## src/spao_pkg.sv

```systemverilog
package spao_pkg;

  // ==========================================================
  // Register map (APB byte offsets)
  localparam logic [7:0] SPAO_CTRL_OFS   = 8'h00;
  localparam logic [7:0] SPAO_SETPT_OFS  = 8'h04;
  localparam logic [7:0] SPAO_HYST_OFS   = 8'h08;
  localparam logic [7:0] SPAO_DLY_OFS    = 8'h0C;
  localparam logic [7:0] SPAO_VALUE_OFS  = 8'h10;
  localparam logic [7:0] SPAO_STAT_OFS   = 8'h14;
  localparam logic [7:0] SPAO_IRQ_OFS    = 8'h18;
  localparam logic [7:0] SPAO_MASK_OFS   = 8'h1C;

  // ==========================================================
  // Control field positions
  localparam int SPAO_C_EN     = 0;
  localparam int SPAO_C_LOW    = 1;
  localparam int SPAO_C_UNBAL  = 2;
  localparam int SPAO_C_RST0   = 3;
  localparam int SPAO_C_RST1   = 4;
  localparam int SPAO_C_RDR    = 5;
  localparam int SPAO_C_STBY   = 6;
  localparam int SPAO_C_SHOWN  = 7;
  localparam int SPAO_C_INPVW  = 8;
  localparam int SPAO_CTRL_W   = 9;

  // ==========================================================
  // Status and interrupt bits
  localparam int SPAO_I_ON     = 0;
  localparam int SPAO_I_OFF    = 1;
  localparam int SPAO_I_RST    = 2;
  localparam int SPAO_I_RANGE  = 3;
  localparam int SPAO_IRQ_W    = 4;

  // ==========================================================
  // Value ranges
  localparam logic signed [31:0] SPAO_SETPT_MIN = -32'sd19999;
  localparam logic signed [31:0] SPAO_SETPT_MAX = 32'sd99999;
  localparam logic [15:0]        SPAO_HYST_MIN  = 16'h0001;
  localparam logic [15:0]        SPAO_HYST_MAX  = 16'hEA5F;
  localparam logic [15:0]        SPAO_HYST_RST  = 16'h0001;
  localparam logic [12:0]        SPAO_DLY_MAX   = 13'h176F;

  // ==========================================================
  // Timing: delays count in tenths of a second
  localparam int  SPAO_CLK_MHZ      = 250;
  localparam int  SPAO_TICK_MS      = 100;
  localparam int  SPAO_TICK_CYCLES  = SPAO_TICK_MS * 1000 * SPAO_CLK_MHZ;
  localparam int  SPAO_SYNC_STAGES  = 2;

  typedef enum logic [1:0] {
    SPAO_AUTO,
    SPAO_LATCH_NOW,
    latch_deferred_clear_rst
  } spao_rst_e;

endpackage : spao_pkg

```

## src/spao_tmr_if.sv

```systemverilog
`timescale 1ns/1ps
`default_nettype none
// ==========================================================
// Delay timer request / status bundle
interface spao_tmr_if;
  logic        run;
  logic [12:0] limit;
  logic        tick;
  logic        done;
  modport ctl (output run, output limit, input tick, input done);
  modport tmr (input run, input limit, output tick, output done);
endinterface : spao_tmr_if
`default_nettype wire

```

## src/spao_delay.sv

```systemverilog
`timescale 1ns/1ps
`default_nettype none
module spao_delay #(
  parameter int TICK_CYCLES = spao_pkg::SPAO_TICK_CYCLES
) (
  input  wire logic  pclk,
  input  wire logic  presetn,
  spao_tmr_if.tmr    t
);
  import spao_pkg::*;

  typedef struct packed {
    logic [31:0] pre;
    logic [12:0] cnt;
    logic        tick;
    logic        done;
  } spao_dly_s;

  spao_dly_s s_q;
  spao_dly_s s_d;

  // ==========================================================
  // Tenth-second counter; any drop of run restarts it
  always_comb begin
    s_d      = s_q;
    s_d.tick = 1'b0;
    if (!t.run) begin
      s_d.pre  = '0;
      s_d.cnt  = '0;
      s_d.done = 1'b0;
    end else if (s_q.cnt >= t.limit) begin
      s_d.done = 1'b1;
    end else if (s_q.pre == 32'(TICK_CYCLES - 1)) begin
      s_d.pre  = '0;
      s_d.cnt  = s_q.cnt + 13'h0001;
      s_d.tick = 1'b1;
    end else begin
      s_d.pre = s_q.pre + 32'h00000001;
    end
  end

  always_ff @(posedge pclk or negedge presetn) begin
    if (!presetn) begin
      s_q <= '0;
    end else begin
      s_q <= s_d;
    end
  end

  assign t.tick = s_q.tick;
  assign t.done = s_q.done;
endmodule : spao_delay
`default_nettype wire

```

## src/spao_top.sv

```systemverilog
// Local design decisions: register access over APB and the register addresses.
`timescale 1ns/1ps
`default_nettype none
// Overview of operation
// - Four actions: high or low acting, balanced or unbalanced hysteresis.
// - Setpoint is signed, accepted from -19999 to 99999.
// - Setpoint and hysteresis share the display value's decimal scaling.
// - Hysteresis is programmable from 1 to 59999 counts.
// - Unbalanced band below setpoint for high acting, above for low.
// - On delay postpones activation; zero delay acts on the next update.
// - Off delay from 0.0 to 599.9 s postpones deactivation, applied under auto action only.
// - Auto action turns off at trigger; manual reset forces off until recrossed.
// - Immediate latch holds on until manual reset, which clears it at once.
// - Deferred latch remembers reset and clears at the off point.
// - At power-up a latched output starts off outside the alarm region.
// - With reset-with-display enabled, display reset also resets the output.
// - Display reset acts only for shown-display assignment with input value shown.
// - Standby holds output off after power-up until trigger is first crossed.
// - Manual reset is momentary and blocks re-activation until the value leaves the on region.
// - A disabled setpoint keeps its output off.
module spao_top #(
  parameter int TICK_CYCLES = spao_pkg::SPAO_TICK_CYCLES
) (
  input  wire logic        pclk,
  input  wire logic        presetn,
  input  wire logic        psel,
  input  wire logic        penable,
  input  wire logic        pwrite,
  input  wire logic [7:0]  paddr,
  input  wire logic [31:0] pwdata,
  output logic      [31:0] prdata,
  output logic             pready,
  output logic             pslverr,
  input  wire logic        rst_button,
  input  wire logic        user_input,
  output logic             relay_out,
  output logic             irq
);
  import spao_pkg::*;

  typedef struct packed {
    logic [SPAO_CTRL_W-1:0] ctrl;
    logic signed [31:0]     setpt;
    logic [15:0]            hyst;
    logic [12:0]            on_dly;
    logic [12:0]            off_dly;
    logic signed [31:0]     value;
    logic                   upd;
    logic                   cond_on;
    logic                   cond_off;
    logic                   out;
    logic                   armed;
    logic                   valid;
    logic                   rst_pend;
    logic                   inhibit;
    logic [1:0]             btn_s;
    logic [1:0]             usr_s;
    logic                   btn_l;
    logic                   usr_l;
    logic [SPAO_IRQ_W-1:0]  sts;
    logic [SPAO_IRQ_W-1:0]  mask;
    logic [31:0]            rdata;
    logic                   ready;
    logic                   err;
    logic                   irq;
  } spao_top_s;

  spao_top_s s_q;
  spao_top_s s_d;

  // ==========================================================
  // Delay timers; each restarts whenever its request drops
  spao_tmr_if on_t ();
  spao_tmr_if off_t ();

  spao_delay #(.TICK_CYCLES(TICK_CYCLES)) u_on (
    .pclk    (pclk),
    .presetn (presetn),
    .t       (on_t)
  );
  spao_delay #(.TICK_CYCLES(TICK_CYCLES)) u_off (
    .pclk    (pclk),
    .presetn (presetn),
    .t       (off_t)
  );

  // ==========================================================
  // Helpers
  function automatic logic addr_hit(input logic [7:0] a, input logic [7:0] ofs);
    addr_hit = (a == ofs);
  endfunction : addr_hit

  // Delays above the top count saturate rather than wrap to a short delay
  function automatic logic [12:0] clip_dly(input logic [15:0] v);
    clip_dly = (v > 16'(SPAO_DLY_MAX)) ? SPAO_DLY_MAX : v[12:0];
  endfunction : clip_dly

  // Offsets that exist; any other address is refused with pslverr
  function automatic logic addr_mapped(input logic [7:0] a);
    case (a)
      SPAO_CTRL_OFS,
      SPAO_SETPT_OFS,
      SPAO_HYST_OFS,
      SPAO_DLY_OFS,
      SPAO_VALUE_OFS,
      SPAO_STAT_OFS,
      SPAO_IRQ_OFS,
      SPAO_MASK_OFS: addr_mapped = 1'b1;
      default:       addr_mapped = 1'b0;
    endcase
  endfunction : addr_mapped

  // Rising edge of a synchronised level against its value one edge earlier
  function automatic logic rose_lvl(input logic now_v, input logic last_v);
    rose_lvl = now_v && !last_v;
  endfunction : rose_lvl

  // ==========================================================
  // Signals not held in state
  logic signed [31:0] hi_pt;
  logic signed [31:0] lo_pt;
  logic signed [31:0] half;
  logic               man_rst;
  logic               disp_rst;
  logic               wr;
  logic               rd;
  logic [1:0]         ract;
  logic               stby_hold;
  logic [SPAO_IRQ_W-1:0] ev;

  // ==========================================================
  // Trigger points from setpoint, hysteresis and action
  always_comb begin
    // Thresholds share display scaling; no decimal handling here
    half = 32'(s_q.hyst >> 1);
    if (s_q.ctrl[SPAO_C_UNBAL]) begin
      hi_pt = s_q.ctrl[SPAO_C_LOW] ? s_q.setpt + 32'(s_q.hyst) : s_q.setpt;
      lo_pt = s_q.ctrl[SPAO_C_LOW] ? s_q.setpt : s_q.setpt - 32'(s_q.hyst);
    end else begin
      hi_pt = s_q.setpt + (32'(s_q.hyst) - half);
      lo_pt = s_q.setpt - half;
    end
  end

  // ==========================================================
  // Bus strobes, reset sources and timer requests
  assign wr   = psel && penable && pwrite;
  assign rd   = psel && !penable && !pwrite;
  assign ract = {s_q.ctrl[SPAO_C_RST1], s_q.ctrl[SPAO_C_RST0]};

  // Reset sources are edges of synchronised button and user input levels
  assign man_rst  = rose_lvl(s_q.btn_s[1], s_q.btn_l) || rose_lvl(s_q.usr_s[1], s_q.usr_l);
  // An edge that the display gating refuses is dropped, not remembered
  assign disp_rst = man_rst && s_q.ctrl[SPAO_C_RDR] && s_q.ctrl[SPAO_C_SHOWN]
                    && s_q.ctrl[SPAO_C_INPVW];

  // Standby only holds back activation while it is enabled
  assign stby_hold   = s_q.inhibit && s_q.ctrl[SPAO_C_STBY];
  assign on_t.run    = s_q.cond_on && !s_q.out && s_q.armed;
  assign on_t.limit  = s_q.on_dly;
  assign off_t.run   = s_q.cond_off && s_q.out && (ract == 2'(SPAO_AUTO));
  assign off_t.limit = s_q.off_dly;

  // ==========================================================
  // Next state
  always_comb begin
    s_d       = s_q;
    ev        = '0;
    s_d.upd   = 1'b0;
    // Two-stage synchronisers; only the second stage feeds any logic
    s_d.btn_s = {s_q.btn_s[0], rst_button};
    s_d.usr_s = {s_q.usr_s[0], user_input};
    s_d.btn_l = s_q.btn_s[1];
    s_d.usr_l = s_q.usr_s[1];

    // Comparison refreshed only on the update after a value write
    if (s_q.upd) begin
      s_d.cond_on  = s_q.ctrl[SPAO_C_LOW] ? (s_q.value <= lo_pt) : (s_q.value >= hi_pt);
      s_d.cond_off = s_q.ctrl[SPAO_C_LOW] ? (s_q.value >= hi_pt) : (s_q.value <= lo_pt);
      s_d.valid    = 1'b1;
      if (!s_q.valid) begin
        // First sample after power-up: latched outputs come up off here
        s_d.out = 1'b0;
      end
    end

    // Standby ends at the first sample outside the on region, so only a
    // later entry into the alarm region counts as crossing the trigger
    if (s_q.inhibit && s_q.valid && !s_q.cond_on) begin
      s_d.inhibit = 1'b0;
    end

    // ========================================================
    // Activation, re-armed once the value leaves the on region
    if (on_t.done && s_q.armed && !stby_hold) begin
      s_d.out = 1'b1;
      ev[SPAO_I_ON] = 1'b1;
    end

    // Reset action decides how an active output goes off
    if (s_q.out) begin
      case (spao_rst_e'(ract))
        SPAO_AUTO: begin
          if (off_t.done) begin
            s_d.out = 1'b0;
            ev[SPAO_I_OFF] = 1'b1;
          end
          if (disp_rst) begin
            s_d.out   = 1'b0;
            s_d.armed = 1'b0;
            ev[SPAO_I_RST] = 1'b1;
          end
        end
        SPAO_LATCH_NOW: begin
          if (disp_rst) begin
            s_d.out   = 1'b0;
            s_d.armed = 1'b0;
            ev[SPAO_I_RST] = 1'b1;
          end
        end
        latch_deferred_clear_rst: begin
          if (disp_rst) begin
            s_d.rst_pend = 1'b1;
          end
          if (s_q.rst_pend && s_q.cond_off) begin
            s_d.out      = 1'b0;
            s_d.rst_pend = 1'b0;
            ev[SPAO_I_OFF] = 1'b1;
          end
        end
        default: begin
          s_d.out = 1'b0;
        end
      endcase
    end

    // Re-arm when value leaves the on region; a reset blocks activation only until then
    if (!s_q.armed && !s_q.cond_on) begin
      s_d.armed = 1'b1;
    end
    if (!s_q.out && !s_q.rst_pend) begin
      s_d.rst_pend = 1'b0;
    end

    if (!s_q.ctrl[SPAO_C_EN]) begin
      s_d.out      = 1'b0;
      s_d.rst_pend = 1'b0;
    end

    // ========================================================
    // APB slave: zero wait states, error on unmapped or out-of-range
    s_d.ready = psel && !penable;
    s_d.err   = 1'b0;
    if (psel && !penable) begin
      s_d.err = !addr_mapped(paddr);
      if (pwrite && addr_hit(paddr, SPAO_SETPT_OFS)
          && (($signed(pwdata) < SPAO_SETPT_MIN) || ($signed(pwdata) > SPAO_SETPT_MAX))) begin
        s_d.err = 1'b1;
      end
      if (pwrite && addr_hit(paddr, SPAO_HYST_OFS)
          && ((pwdata[15:0] < SPAO_HYST_MIN) || (pwdata[15:0] > SPAO_HYST_MAX)
              || (pwdata[31:16] != 16'h0000))) begin
        s_d.err = 1'b1;
      end
    end
    // Writes land on the access edge, only if setup raised no error
    if (wr && !s_q.err) begin
      if (addr_hit(paddr, SPAO_CTRL_OFS)) begin
        s_d.ctrl = pwdata[SPAO_CTRL_W-1:0];
      end
      if (addr_hit(paddr, SPAO_SETPT_OFS)) begin
        s_d.setpt = $signed(pwdata);
      end
      if (addr_hit(paddr, SPAO_HYST_OFS)) begin
        s_d.hyst = pwdata[15:0];
      end
      if (addr_hit(paddr, SPAO_DLY_OFS)) begin
        s_d.on_dly  = clip_dly(pwdata[15:0]);
        s_d.off_dly = clip_dly(pwdata[31:16]);
      end
      if (addr_hit(paddr, SPAO_VALUE_OFS)) begin
        s_d.value = $signed(pwdata);
        s_d.upd   = 1'b1;
      end
      if (addr_hit(paddr, SPAO_MASK_OFS)) begin
        s_d.mask = pwdata[SPAO_IRQ_W-1:0];
      end
      if (addr_hit(paddr, SPAO_IRQ_OFS)) begin
        s_d.sts = s_q.sts & ~pwdata[SPAO_IRQ_W-1:0];
      end
    end
    // A refused write is reported as a range event
    if (wr && s_q.err) begin
      ev[SPAO_I_RANGE] = 1'b1;
    end

    // Set beats clear in the same cycle
    s_d.sts = s_d.sts | ev;
    s_d.irq = |(s_d.sts & s_d.mask);

    // ========================================================
    // Read data, registered so it stands in the access cycle
    s_d.rdata = '0;
    if (rd) begin
      case (paddr)
        SPAO_CTRL_OFS:  s_d.rdata = 32'(s_q.ctrl);
        SPAO_SETPT_OFS: s_d.rdata = s_q.setpt;
        SPAO_HYST_OFS:  s_d.rdata = 32'(s_q.hyst);
        SPAO_DLY_OFS:   s_d.rdata = {3'h0, s_q.off_dly, 3'h0, s_q.on_dly};
        SPAO_VALUE_OFS: s_d.rdata = s_q.value;
        SPAO_STAT_OFS:  s_d.rdata = {26'h0, s_q.inhibit, s_q.rst_pend, s_q.armed,
                                     s_q.cond_off, s_q.cond_on, s_q.out};
        SPAO_IRQ_OFS:   s_d.rdata = 32'(s_q.sts);
        SPAO_MASK_OFS:  s_d.rdata = 32'(s_q.mask);
        default:        s_d.rdata = '0;
      endcase
    end
  end

  // ==========================================================
  // State register; inhibit wakes set so standby covers the first samples
  always_ff @(posedge pclk or negedge presetn) begin
    if (!presetn) begin
      s_q         <= '0;
      s_q.hyst    <= SPAO_HYST_RST;
      s_q.armed   <= 1'b1;
      s_q.inhibit <= 1'b1;
    end else begin
      s_q <= s_d;
    end
  end

  // ==========================================================
  // Outputs come straight from state flip-flops
  assign prdata    = s_q.rdata;
  assign pready    = s_q.ready;
  assign pslverr   = s_q.err;
  assign relay_out = s_q.out;
  assign irq       = s_q.irq;

endmodule : spao_top
`default_nettype wire

```

## config.mk

```make
export PLATFORM = sky130hd
export DESIGN_NAME = spao_top
export DESIGN_NICKNAME = d
export VERILOG_FILES = /design/src/spao_pkg.sv /design/src/spao_tmr_if.sv /design/src/spao_delay.sv /design/src/spao_top.sv
export SDC_FILE = /design/constraint.sdc
export NUM_CORES = 1
export LEC_CHECK = 0
export BUFFER_PORTS_ARGS = -buffer_cell sky130_fd_sc_hd__buf_2
export CAP_MARGIN = 20
export CORE_MARGIN = 5
export CORE_UTILIZATION = 28
export CTS_CLUSTER_DIAMETER = 120
export DETAILED_ROUTE_END_ITERATION = 16
export PLACE_DENSITY = 0.39
export SLEW_MARGIN = 20
export SYNTH_ARGS = -nofsm -noshare
export SYNTH_HDL_FRONTEND = slang
export SYNTH_SLANG_ARGS = --single-unit
```

## constraint.sdc

```tcl
create_clock -name pclk -period 12.4 [get_ports pclk]
set_input_delay 2.48 -clock pclk [delete_from_list [all_inputs] [get_ports pclk]]
set_output_delay 2.48 -clock pclk [all_outputs]
set_load 0.1 [all_outputs]
```

==> results of run 1 <==
==> worst paths after layout <==
kind / start / cells after the start / end / slack, ns
setup / recovery: half[1]$_DFFE_PN0P_ / 27 / s_q[55]$_DFFE_PN0P_ / 4.88
min in group asynchronous: presetn / 1 / s_d[46]$_DFF_PN0_ / 1.99
hold reg to reg: s_d[46]$_DFF_PN0_ / 0 / s_d[43]$_DFF_PN0_ / 0.35
setup reg to reg: half[1]$_DFFE_PN0P_ / 27 / s_q[55]$_DFFE_PN0P_ / 4.88
max in group asynchronous: presetn / 2 / s_q[84]$_DFFE_PN0P_ / 8.89
hold / removal: s_d[46]$_DFF_PN0_ / 0 / s_d[43]$_DFF_PN0_ / 0.35
==> power by group <==
group / total, mW / internal (mW) / switching [mW]
logic: 0.360 / 0.134 / 0.225
registers: 0.880 / 0.868 / 0.0112
clock network: 0.966 / 0.591 / 0.374
==> per-layer routing <==
metal  vias up  part of all wire  track usage  wire [um]
li1       8254                 -            -          -
met2       281              0.46        0.273      30400
met1      8335              0.48        0.234      31900
met3        68             0.035       0.0171       2310
met4         8             0.019       0.0366       1280
met5         -           0.00064            0         42
==> sequential cells by signal, summed over array words and instances (netlist names), 2 cells and up <==
signal and count:
s_d 4, prdata 32, s_q 89, on_t.limit 13
u_off.s_q 45, ract 2, off_t.limit 13, u_on.s_q 45
half 15
==> kinds of logic (layout without fill, tap and decap cells) <==
group	after synthesis	in the layout	synth area share
buffers and inverters	239	263	0.0523
adders and majority gates	193	193	0.122
AOI/OAI and AO/OA	602	602	0.190
and+or+nand+nor	723	723	0.185
other	0	2	0
muxes	125	125	0.0678
xor gates and xnor gates	125	125	0.0544
DFF	264	264	0.329
==> layout make-up <==
class / instances / area [um2] / share of cell area
inverters: 105 / 394 / 0.0177
repair buffers: 102 / 583 / 0.0261
diodes: 2 / 5.00 / 0.000224
well taps: 950 / 1190 / 0.0532
clock inverters: 11 / 186 / 0.00835
flip-flops and latches: 264 / 6610 / 0.296
clock buffers: 45 / 878 / 0.0393
multi-input cells: 1768 / 12500 / 0.559
==> worst reg2reg max path, stage by stage, from the launching register on <==
cell,delay (ns)
dfrtp_1,0.49
inv_1,0.16
ha_1,0.29
nor2b_1,0.12
o21ai_0,0.22
a21boi_0,0.16
o21ai_0,0.23
nand2_1,0.13
a31oi_1,0.41
o31ai_1,0.22
o41ai_1,0.38
xnor2_1,0.13
ha_1,0.42
nand4_1,0.21
nor4b_1,0.39
nand3_1,0.24
a2111oi_2,0.52
o211ai_1,0.18
and3b_1,0.20
o31ai_1,0.40
xnor2_1,0.12
ha_1,0.37
nand4_1,0.19
nor4_1,0.54
nand2_1,0.09
o21ai_0,0.31
nor3_1,0.09
a211oi_1,0.23
==> cell usage in the layout (no fill, tap or decap), types with 10 or more instances in the layout <==
master     count
a31oi_1       27
dfrtp_1      259
nand2b_1      21
buf_4         19
mux2i_1       35
nor2_1       177
buf_2         81
o31ai_1       10
or3_1         27
o21ai_0      143
a222oi_1      16
a22oi_1       38
a211oi_1      17
a21o_1        63
ha_1         188
nor3_1        62
nor4_1        23
o211ai_1      13
nand4_1       38
a21oi_1      173
clkbuf_16     31
and3_1        37
inv_1        104
nand2_1      154
nor2b_1       21
mux2_2        90
o21a_1        17
xnor2_1       85
nand3_1       66
xor2_1        40
or2_2         13
o21bai_1      10
and2_1        15
==> through the flow <==
step	util	total power [mW]	cell area (um2)
5_1_grt	0.313	2.32	22300
4_1_cts	0.313	2.25	22300
2_1_floorplan	-	1.13	20100
3_3_place_gp	0.298	1.25	21300
3_5_place_dp	0.298	1.25	21300
6_report	0.313	2.21	22300
==> flow_summary.toml, run 1 <==
[run_status]
status = "finished, final reports clean"

[min_path]
hold_path_class = "reg2reg"

[sta]
final.setup.tns_ns = 0
period_needed_ns = 7.52
maxSlewViolCount = 0
fin_crit_sh = 0.607
finalWorstSetupSlack_ns = 4.88
worst_pin_slew_ns = 0.987
holdWs_ns = 0.347
skew_ns = 0.0196
slew_headroom = 0.342
finalHoldViolations = 0
rsz0062_at_grt = "false"
finalSetupViolations = 0
max_freq_ghz = 0.133

[cts]
cts_tree = "yes"
h-tree-depth = 1
clockBufferDepth = 3
cts.clk_slew.worst_paths_ns = 0.06
ctsHoldBuffers = 0
ctsRootBufferMaster = "clkbuf_16"
clock_latency_ns = 0.57
post_cts_resized = 0
postCtsSetupBuffers = 0
cts_sinks = 264
cts_made_buffers = 30

[placed_design]
routabilityCongestion = 0.857
place_ws_ns = 4.81
hpwl_mm = 49.7
port-buffer-count = 82
dp.cells = 3189

[logic_synthesis]
syn_area_um2 = 20100
yosysTopAreaCellShare = 0.325
ys_warn_count = 0
syn-num-nets = 2511
async_reset_ff_frac = 1.00
netlist_instances = 2271
synth.most_common_cell = "dfrtp_1"
synthTopCellsByArea = "dfrtp_1, ha_1, mux2_2, a21oi_1, xnor2_1"
synth_edf_count = 0
ys_ff_latch = 264
synth_largest_area_cell = "dfrtp_1"
ys_top_cells_by_count = "dfrtp_1, ha_1, nor2_1"
synth_flop_cell = "dfrtp_1"
ys_types = 93
avgSynthCellArea_um2 = 8.86
yosysSeqAreaShare = 0.329

[drt]
drt_pass1_iterations = 5
routed_wl_mm = 65.9
vias = 16900
wl_per_cell_um = 20.3
viasPerCell = 5.22
ant_nets = 0
initialDrtViolationCount = 988
drc = 0

[critical_path]
worst-path-buf-inv = 1
endpoint_kind = "register"
path_class = "reg2reg"
slowest_stage = "nor4_1"
crit_fanout = 7
cp.required_ns = 12.88
crit_path_max_incr_delay_ns = 0.54
cpLargestDelayFamily = "compound AO/OA/AOI/OAI gates"
critPathArrivalTime_ns = 8.01
start_kind = "register"

[grt]
grt_util_all_layers = 0.165
grt_overflow = 0
grt_max_degree = 149
grt_pass1_vias = 17200
antenna_found_initial = 8
grt_pass1_wl_mm = 103

[floorplan]
dieArea_um2 = 77300
ios = 83
row_count = 98
coreArea_um2 = 71400
initial_utilization = 0.282
die_h_um = 278
die_w_um = 278

[pwr]
p_per_area_nw_per_um2 = 98.8
leakagePower_nw = 10.1
vdd_drop_max_mv = 0.103

[final_layout]
final.fill_count = 7582
drive_above_1_share = 0.129
fin_nets = 2511
area_delta_synth_final_pct = 11.0
layoutNonFillerInstCount = 3247

[job]
drv_cap = 0
No activity file was read; power rests on OpenSTA's default activity.
==> inputs of run 2 (changes only) <==
--- a/config.mk
+++ b/config.mk
@@ -11,7 +11,7 @@
 export CORE_UTILIZATION = 28
 export CTS_CLUSTER_DIAMETER = 120
 export DETAILED_ROUTE_END_ITERATION = 16
-export PLACE_DENSITY = 0.39
+export PLACE_DENSITY = 0.41
 export SLEW_MARGIN = 20
 export SYNTH_ARGS = -nofsm -noshare
 export SYNTH_HDL_FRONTEND = slang
==> constraint.sdc (replaced) <==
create_clock -name pclk -period 6.1 [get_ports pclk]
set_input_delay 1.22 -clock pclk [delete_from_list [all_inputs] [get_ports pclk]]
set_output_delay 1.22 -clock pclk [all_outputs]
set_load 0.1 [all_outputs]
==> run 2 against run 1 <==
Effect of this change:
- clock power rose by 93%
- routed wire length grew 0.18%
- total power rose by 110%
- core utilization grew 1.4 points
- worst hold slack lost 0.00078 ns
- cell count is 3.0% higher
- register-to-register slack got worse by 4.7 ns
- critical endpoint unchanged
- die area unchanged
- largest power group unchanged
- combinational power increased to 2.5 times the previous value
- sequential power grew 100%
- sequential cell count is the same
- largest cell class unchanged
- final area increased by 4.4%
==> flow_summary.toml, run 2 (synthesis results as in run 1) <==
[sta]
holdWs_ns = 0.346
maxSlewViolCount = 0
final.setup.tns_ns = 0
slew_headroom = 0.358
rsz0062_at_grt = "true"
skew_ns = 0.0176
worst_pin_slew_ns = 0.959
finalSetupViolations = 0
fin_crit_sh = 0.969
finalHoldViolations = 0
max_freq_ghz = 0.169
period_needed_ns = 5.91

[grt]
gr-usage-met1 = 0.229
busiest_layer = "met2"
use_met2 = 0.272
met3_usage = 0.0200
grt_util_all_layers = 0.164
grt_pass1_wl_mm = 103
antenna_found_initial = 11
grt_pass1_vias = 17400
grt_max_degree = 147
grt_overflow = 0

[final_layout]
area_delta_synth_final_pct = 15.8
mostFrequentLayoutCell = "dfrtp_1"
largest_reg_flops = 89
fin_nets = 2607
top_register = "s_q"
final_cell_mix = "dfrtp_1, ha_1, nor2_1"
final.fill_count = 7507
drive_above_1_share = 0.182
reg_top3 = "s_q (89), u_off.s_q (45), u_on.s_q (45)"

[critical_path]
endpoint_kind = "register"
startpoint = "s_q[115]$_DFFE_PN1P_"
path_class = "reg2reg"
slowest_stage = "dfstp_2"
critPathArrivalTime_ns = 6.39
worst-path-buf-inv = 4
crit_path_max_incr_delay_ns = 0.53
start_kind = "register"
reg2regPathDepth = 30
r2r_end = "s_q[55]$_DFFE_PN0P_"
worst-r2r-setup-slack_ns = 0.19
cp.required_ns = 6.58
crit_fanout = 3
cpLargestDelayFamily = "compound AO/OA/AOI/OAI gates"
r2r-start = "s_q[115]$_DFFE_PN1P_"

[cts]
clockBufferDepth = 3
ctsRootBufferMaster = "clkbuf_16"
cts.clk_slew.worst_paths_ns = 0.07
cts_tree = "yes"
cts_made_buffers = 29
cts_sinks = 264
h-tree-depth = 1
clock_latency_ns = 0.57

[drt]
drt_pass1_iterations = 6
initialDrtViolationCount = 1040
viasPerCell = 5.21
routed_wl_mm = 66.0
drc = 0
vias = 17400
wl_per_cell_um = 19.7
ant_nets = 0

[floorplan]
coreArea_um2 = 71400
die_h_um = 278
initial_utilization = 0.282
die_w_um = 278
row_count = 98
ios = 83
dieArea_um2 = 77300

[placed_design]
port-buffer-count = 82
hpwl_mm = 50.2
routabilityCongestion = 0.831

[run_status]
status = "finished, final reports clean"

[min_path]
hold_path_class = "reg2reg"
min_from = "s_d[48]$_DFF_PN0_"
worstHoldPathCells = 0
holdPathEnd = "s_d[44]$_DFF_PN0_"

[pwr]
vdd_drop_max_mv = 0.199
p_per_area_nw_per_um2 = 195
leakagePower_nw = 10.7

[job]
drv_cap = 0
==> run 2: layer usage <==
metal / vias to the layer above / part of all wire
li1: 8447 / -
met1: 8554 / 0.48
met2: 324 / 0.46
met3: 77 / 0.042
met4: 8 / 0.021
met5: - / 0.00064
==> run 2: how the worst max path moves through the flow <==
| stage | to | slack, ns | cells after the start |
|---|---|---|---|
| after CTS | s_q[55]$_DFFE_PN0P_ | 0.01 | 31 |
| after global placement | s_q[55]$_DFFE_PN0P_ | -0.76 | 30 |
| after floorplan | s_q[55]$_DFFE_PN0P_ | 0.41 | 27 |
| after detailed placement | s_q[55]$_DFFE_PN0P_ | -0.78 | 30 |
| final | s_q[55]$_DFFE_PN0P_ | 0.19 | 30 |
| after global routing | s_q[55]$_DFFE_PN0P_ | -0.15 | 28 |
==> run 2: stage by stage <==
stage               cell area [um2]  utilization  total power, mW  worst slack (ns)  cells
floorplan                     20100            -             2.30             0.409   2271
global placement              21900        0.307             2.65            -0.762   3278
detailed placement            21900        0.307             2.65            -0.778   3278
CTS                           23000        0.322             4.57            0.0116   3330
global route                  23300        0.326             4.78            -0.152   3338
finish                        23300        0.327             4.55             0.188   3343
==> run 2: timing repair <==
action,4_1_cts,5_1_grt
setup endpoints to repair,2,2
buffers inserted,1,7
resized for setup,19,52
pin swaps,11,45
hold buffers,0,0
==> run 2: area by class of cell <==
| type | count | area (um2) | area share |
|---|---|---|---|
| Sequential cell | 264 | 6610 | 0.284 |
| Clock inverter | 13 | 173 | 0.00741 |
| Tap cell | 950 | 1190 | 0.0510 |
| Multi-Input combinational cell | 1768 | 12800 | 0.549 |
| Timing Repair Buffer | 199 | 1320 | 0.0566 |
| Inverter | 105 | 394 | 0.0169 |
| Clock buffer | 38 | 810 | 0.0347 |
| Antenna cell | 6 | 15.0 | 0.000644 |
==> run 2: report_power, final <==
part / internal (mW) / switching [mW]
registers: 1.76 / 0.0197
clock network: 1.10 / 0.763
logic: 0.390 / 0.521
total: 3.25 / 1.30
==> inputs of run 3 (changes only) <==
--- a/config.mk
+++ b/config.mk
@@ -5,13 +5,14 @@
 export SDC_FILE = /design/constraint.sdc
 export NUM_CORES = 1
 export LEC_CHECK = 0
-export BUFFER_PORTS_ARGS = -buffer_cell sky130_fd_sc_hd__buf_2
 export CAP_MARGIN = 20
 export CORE_MARGIN = 5
-export CORE_UTILIZATION = 28
+export CORE_UTILIZATION = 30
 export CTS_CLUSTER_DIAMETER = 120
+export CTS_CLUSTER_SIZE = 10
 export DETAILED_ROUTE_END_ITERATION = 16
-export PLACE_DENSITY = 0.41
+export DONT_BUFFER_PORTS = 1
+export PLACE_DENSITY = 0.42
 export SLEW_MARGIN = 20
 export SYNTH_ARGS = -nofsm -noshare
 export SYNTH_HDL_FRONTEND = slang
==> run 3 against run 2 <==
Effect of this change:
- first-iteration DRC count fell by 4.8%
- critical path depth did not move
- clock-buffer cell count grew 2
- clock power shrank 11%
- combinational power decreased by 14%
- non-clock buffer count fell by 96
- register-to-register slack better by 0.03 ns
- sequential share of layout area up 1.1 points
- final area decreased by 3.6%
- worst setup slack better by 0.025 ns
- sequential power is essentially flat
- global-route usage up 1.3 points
==> flow_summary.toml, run 3 (synthesis results as in run 1) <==
[run_status]
status = "finished, final reports clean"

[floorplan]
ios = 83
coreArea_um2 = 66800
dieArea_um2 = 72300
initial_utilization = 0.301
row_count = 95
die_h_um = 269
die_w_um = 269

[pwr]
sw_frac_of_total = 0.282
leakagePower_nw = 10.1
power_frac_comb = 0.185
power_mw = 4.22
power_frac_seq = 0.424
p_clk_frac = 0.391
p_int_mw = 3.03
power_switching_mw = 1.19
p_per_area_nw_per_um2 = 188
vdd_drop_max_mv = 0.145

[final_layout]
mostFrequentLayoutCell = "dfrtp_1"
reg_top3 = "s_q (89), u_off.s_q (45), u_on.s_q (45)"
largest_reg_flops = 89
seq_area_um2 = 6620
final.fill_count = 6964
fin_nets = 2513
layoutNonFillerInstCount = 3158
top_register = "s_q"
final_cell_mix = "dfrtp_1, ha_1, nor2_1"
fin_area_um2 = 22500
multi_input_area_um2 = 12700
drive_above_1_share = 0.145
area_delta_synth_final_pct = 11.7

[sta]
finalSetupViolations = 0
final.setup.tns_ns = 0
slew_headroom = 0.320
fin_crit_sh = 0.965
period_needed_ns = 5.89
finalHoldViolations = 0
max_freq_ghz = 0.170
maxSlewViolCount = 0
rsz0062_at_grt = "true"
worst_pin_slew_ns = 1.02
skew_ns = 0.0342

[placed_design]
port-buffer-count = 0
dp.cells = 3110
dpl-instance-area_um2 = 21300
hpwl_mm = 49.2
routabilityCongestion = 0.876

[critical_path]
cp.required_ns = 6.57
crit_fanout = 3
slowest_stage = "dfstp_2"
endpoint_kind = "register"
crit_path_max_incr_delay_ns = 0.53
critPathArrivalTime_ns = 6.36
path_class = "reg2reg"
worst-path-buf-inv = 4
path_common_cell = "a21oi_2"
start_kind = "register"
cpLargestDelayFamily = "compound AO/OA/AOI/OAI gates"

[drt]
drt_pass1_iterations = 5
initialDrtViolationCount = 990
ant_nets = 0
vias = 16900
viasPerCell = 5.37
drc = 0
routed_wl_mm = 65.4
wl_per_cell_um = 20.7

[job]
drv_cap = 0

[cts]
ctsHoldBuffers = 0
cts_made_buffers = 31
h-tree-depth = 1
cts_tree = "yes"
cts.clk_slew.worst_paths_ns = 0.06
ctsRootBufferMaster = "clkbuf_16"
clock_latency_ns = 0.59
cts_sinks = 264
clockBufferDepth = 3

[grt]
grt_overflow = 0
grt_util_all_layers = 0.176
grt_pass1_wl_mm = 102
grt_pass1_vias = 17200
grt_max_degree = 265
antenna_found_initial = 1

[min_path]
hold_path_class = "in2async"
run 3: layout make-up:
class	instances	share of cell area
Multi-Input combinational cell	1768	0.567
Sequential cell	264	0.294
Tap cell	873	0.0486
Clock buffer	40	0.0360
Timing Repair Buffer	103	0.0349
Inverter	105	0.0175
Clock inverter	3	0.00100
Antenna cell	2	0.000223
run 3: worst paths after layout:
kind	cells after the start	from	endpoint	slack [ns]
max reg2reg	30	s_q[115]$_DFFE_PN1P_	s_q[54]$_DFFE_PN0P_	0.21
max	30	s_q[115]$_DFFE_PN1P_	s_q[54]$_DFFE_PN0P_	0.21
min reg2reg	0	s_d[48]$_DFF_PN0_	s_d[44]$_DFF_PN0_	0.35
max in group asynchronous	0	presetn	s_q[86]$_DFFE_PN0P_	5.15
min in group pclk	0	s_d[48]$_DFF_PN0_	s_d[44]$_DFF_PN0_	0.35
min	0	presetn	u_on.s_q[2]$_DFFE_PN0P_	0.35
run 3: per-layer routing:
metal | vias to the layer above | global-route usage | part of all wire | routed length (um)
met5 | - | 0 | 0 | 0
met4 | 0 | 0.0336 | 0.018 | 1190
met3 | 74 | 0.0319 | 0.048 | 3170
met2 | 280 | 0.290 | 0.46 | 30100
met1 | 8343 | 0.246 | 0.47 | 31000
li1 | 8251 | - | - | -
run 3: power groups by stage:
stage,Sequential (mW),Combinational [mW],Clock (mW)
4_1_cts,1.79,0.746,1.72
2_1_floorplan,1.81,0.490,0
5_1_grt,1.79,0.864,1.78
6_report,1.79,0.781,1.65
3_3_place_gp,1.82,0.722,0
3_5_place_dp,1.82,0.727,0
run 3: stage by stage:
step | util | hold slack [ns] | setup slack, ns
after global routing | 0.336 | 0.317 | -0.119
after detailed placement | 0.319 | 0.335 | -0.170
final | 0.336 | 0.348 | 0.213
after floorplan | - | 0.331 | 0.409
after global placement | 0.319 | 0.333 | -0.0693
after CTS | 0.333 | 0.315 | 0.0134
run 3: worst reg2reg max path: cells and delay by family (launching register included):
family                     cells  cell delay, ns
xor gates and xnor gates       3            0.54
adders and majority gates      4            1.11
AOI/OAI and AO/OA             12            2.07
and+or+nand+nor                7            1.07
DFF                            1            0.53
buffers and inverters          4            0.48
run 3: timing repair:
action / in CTS / in global routing
pin swaps: 11 / 27
gates resized for setup: 20 / 50
buffers inserted: 0 / 3
endpoints found under the setup margin: 2 / 2
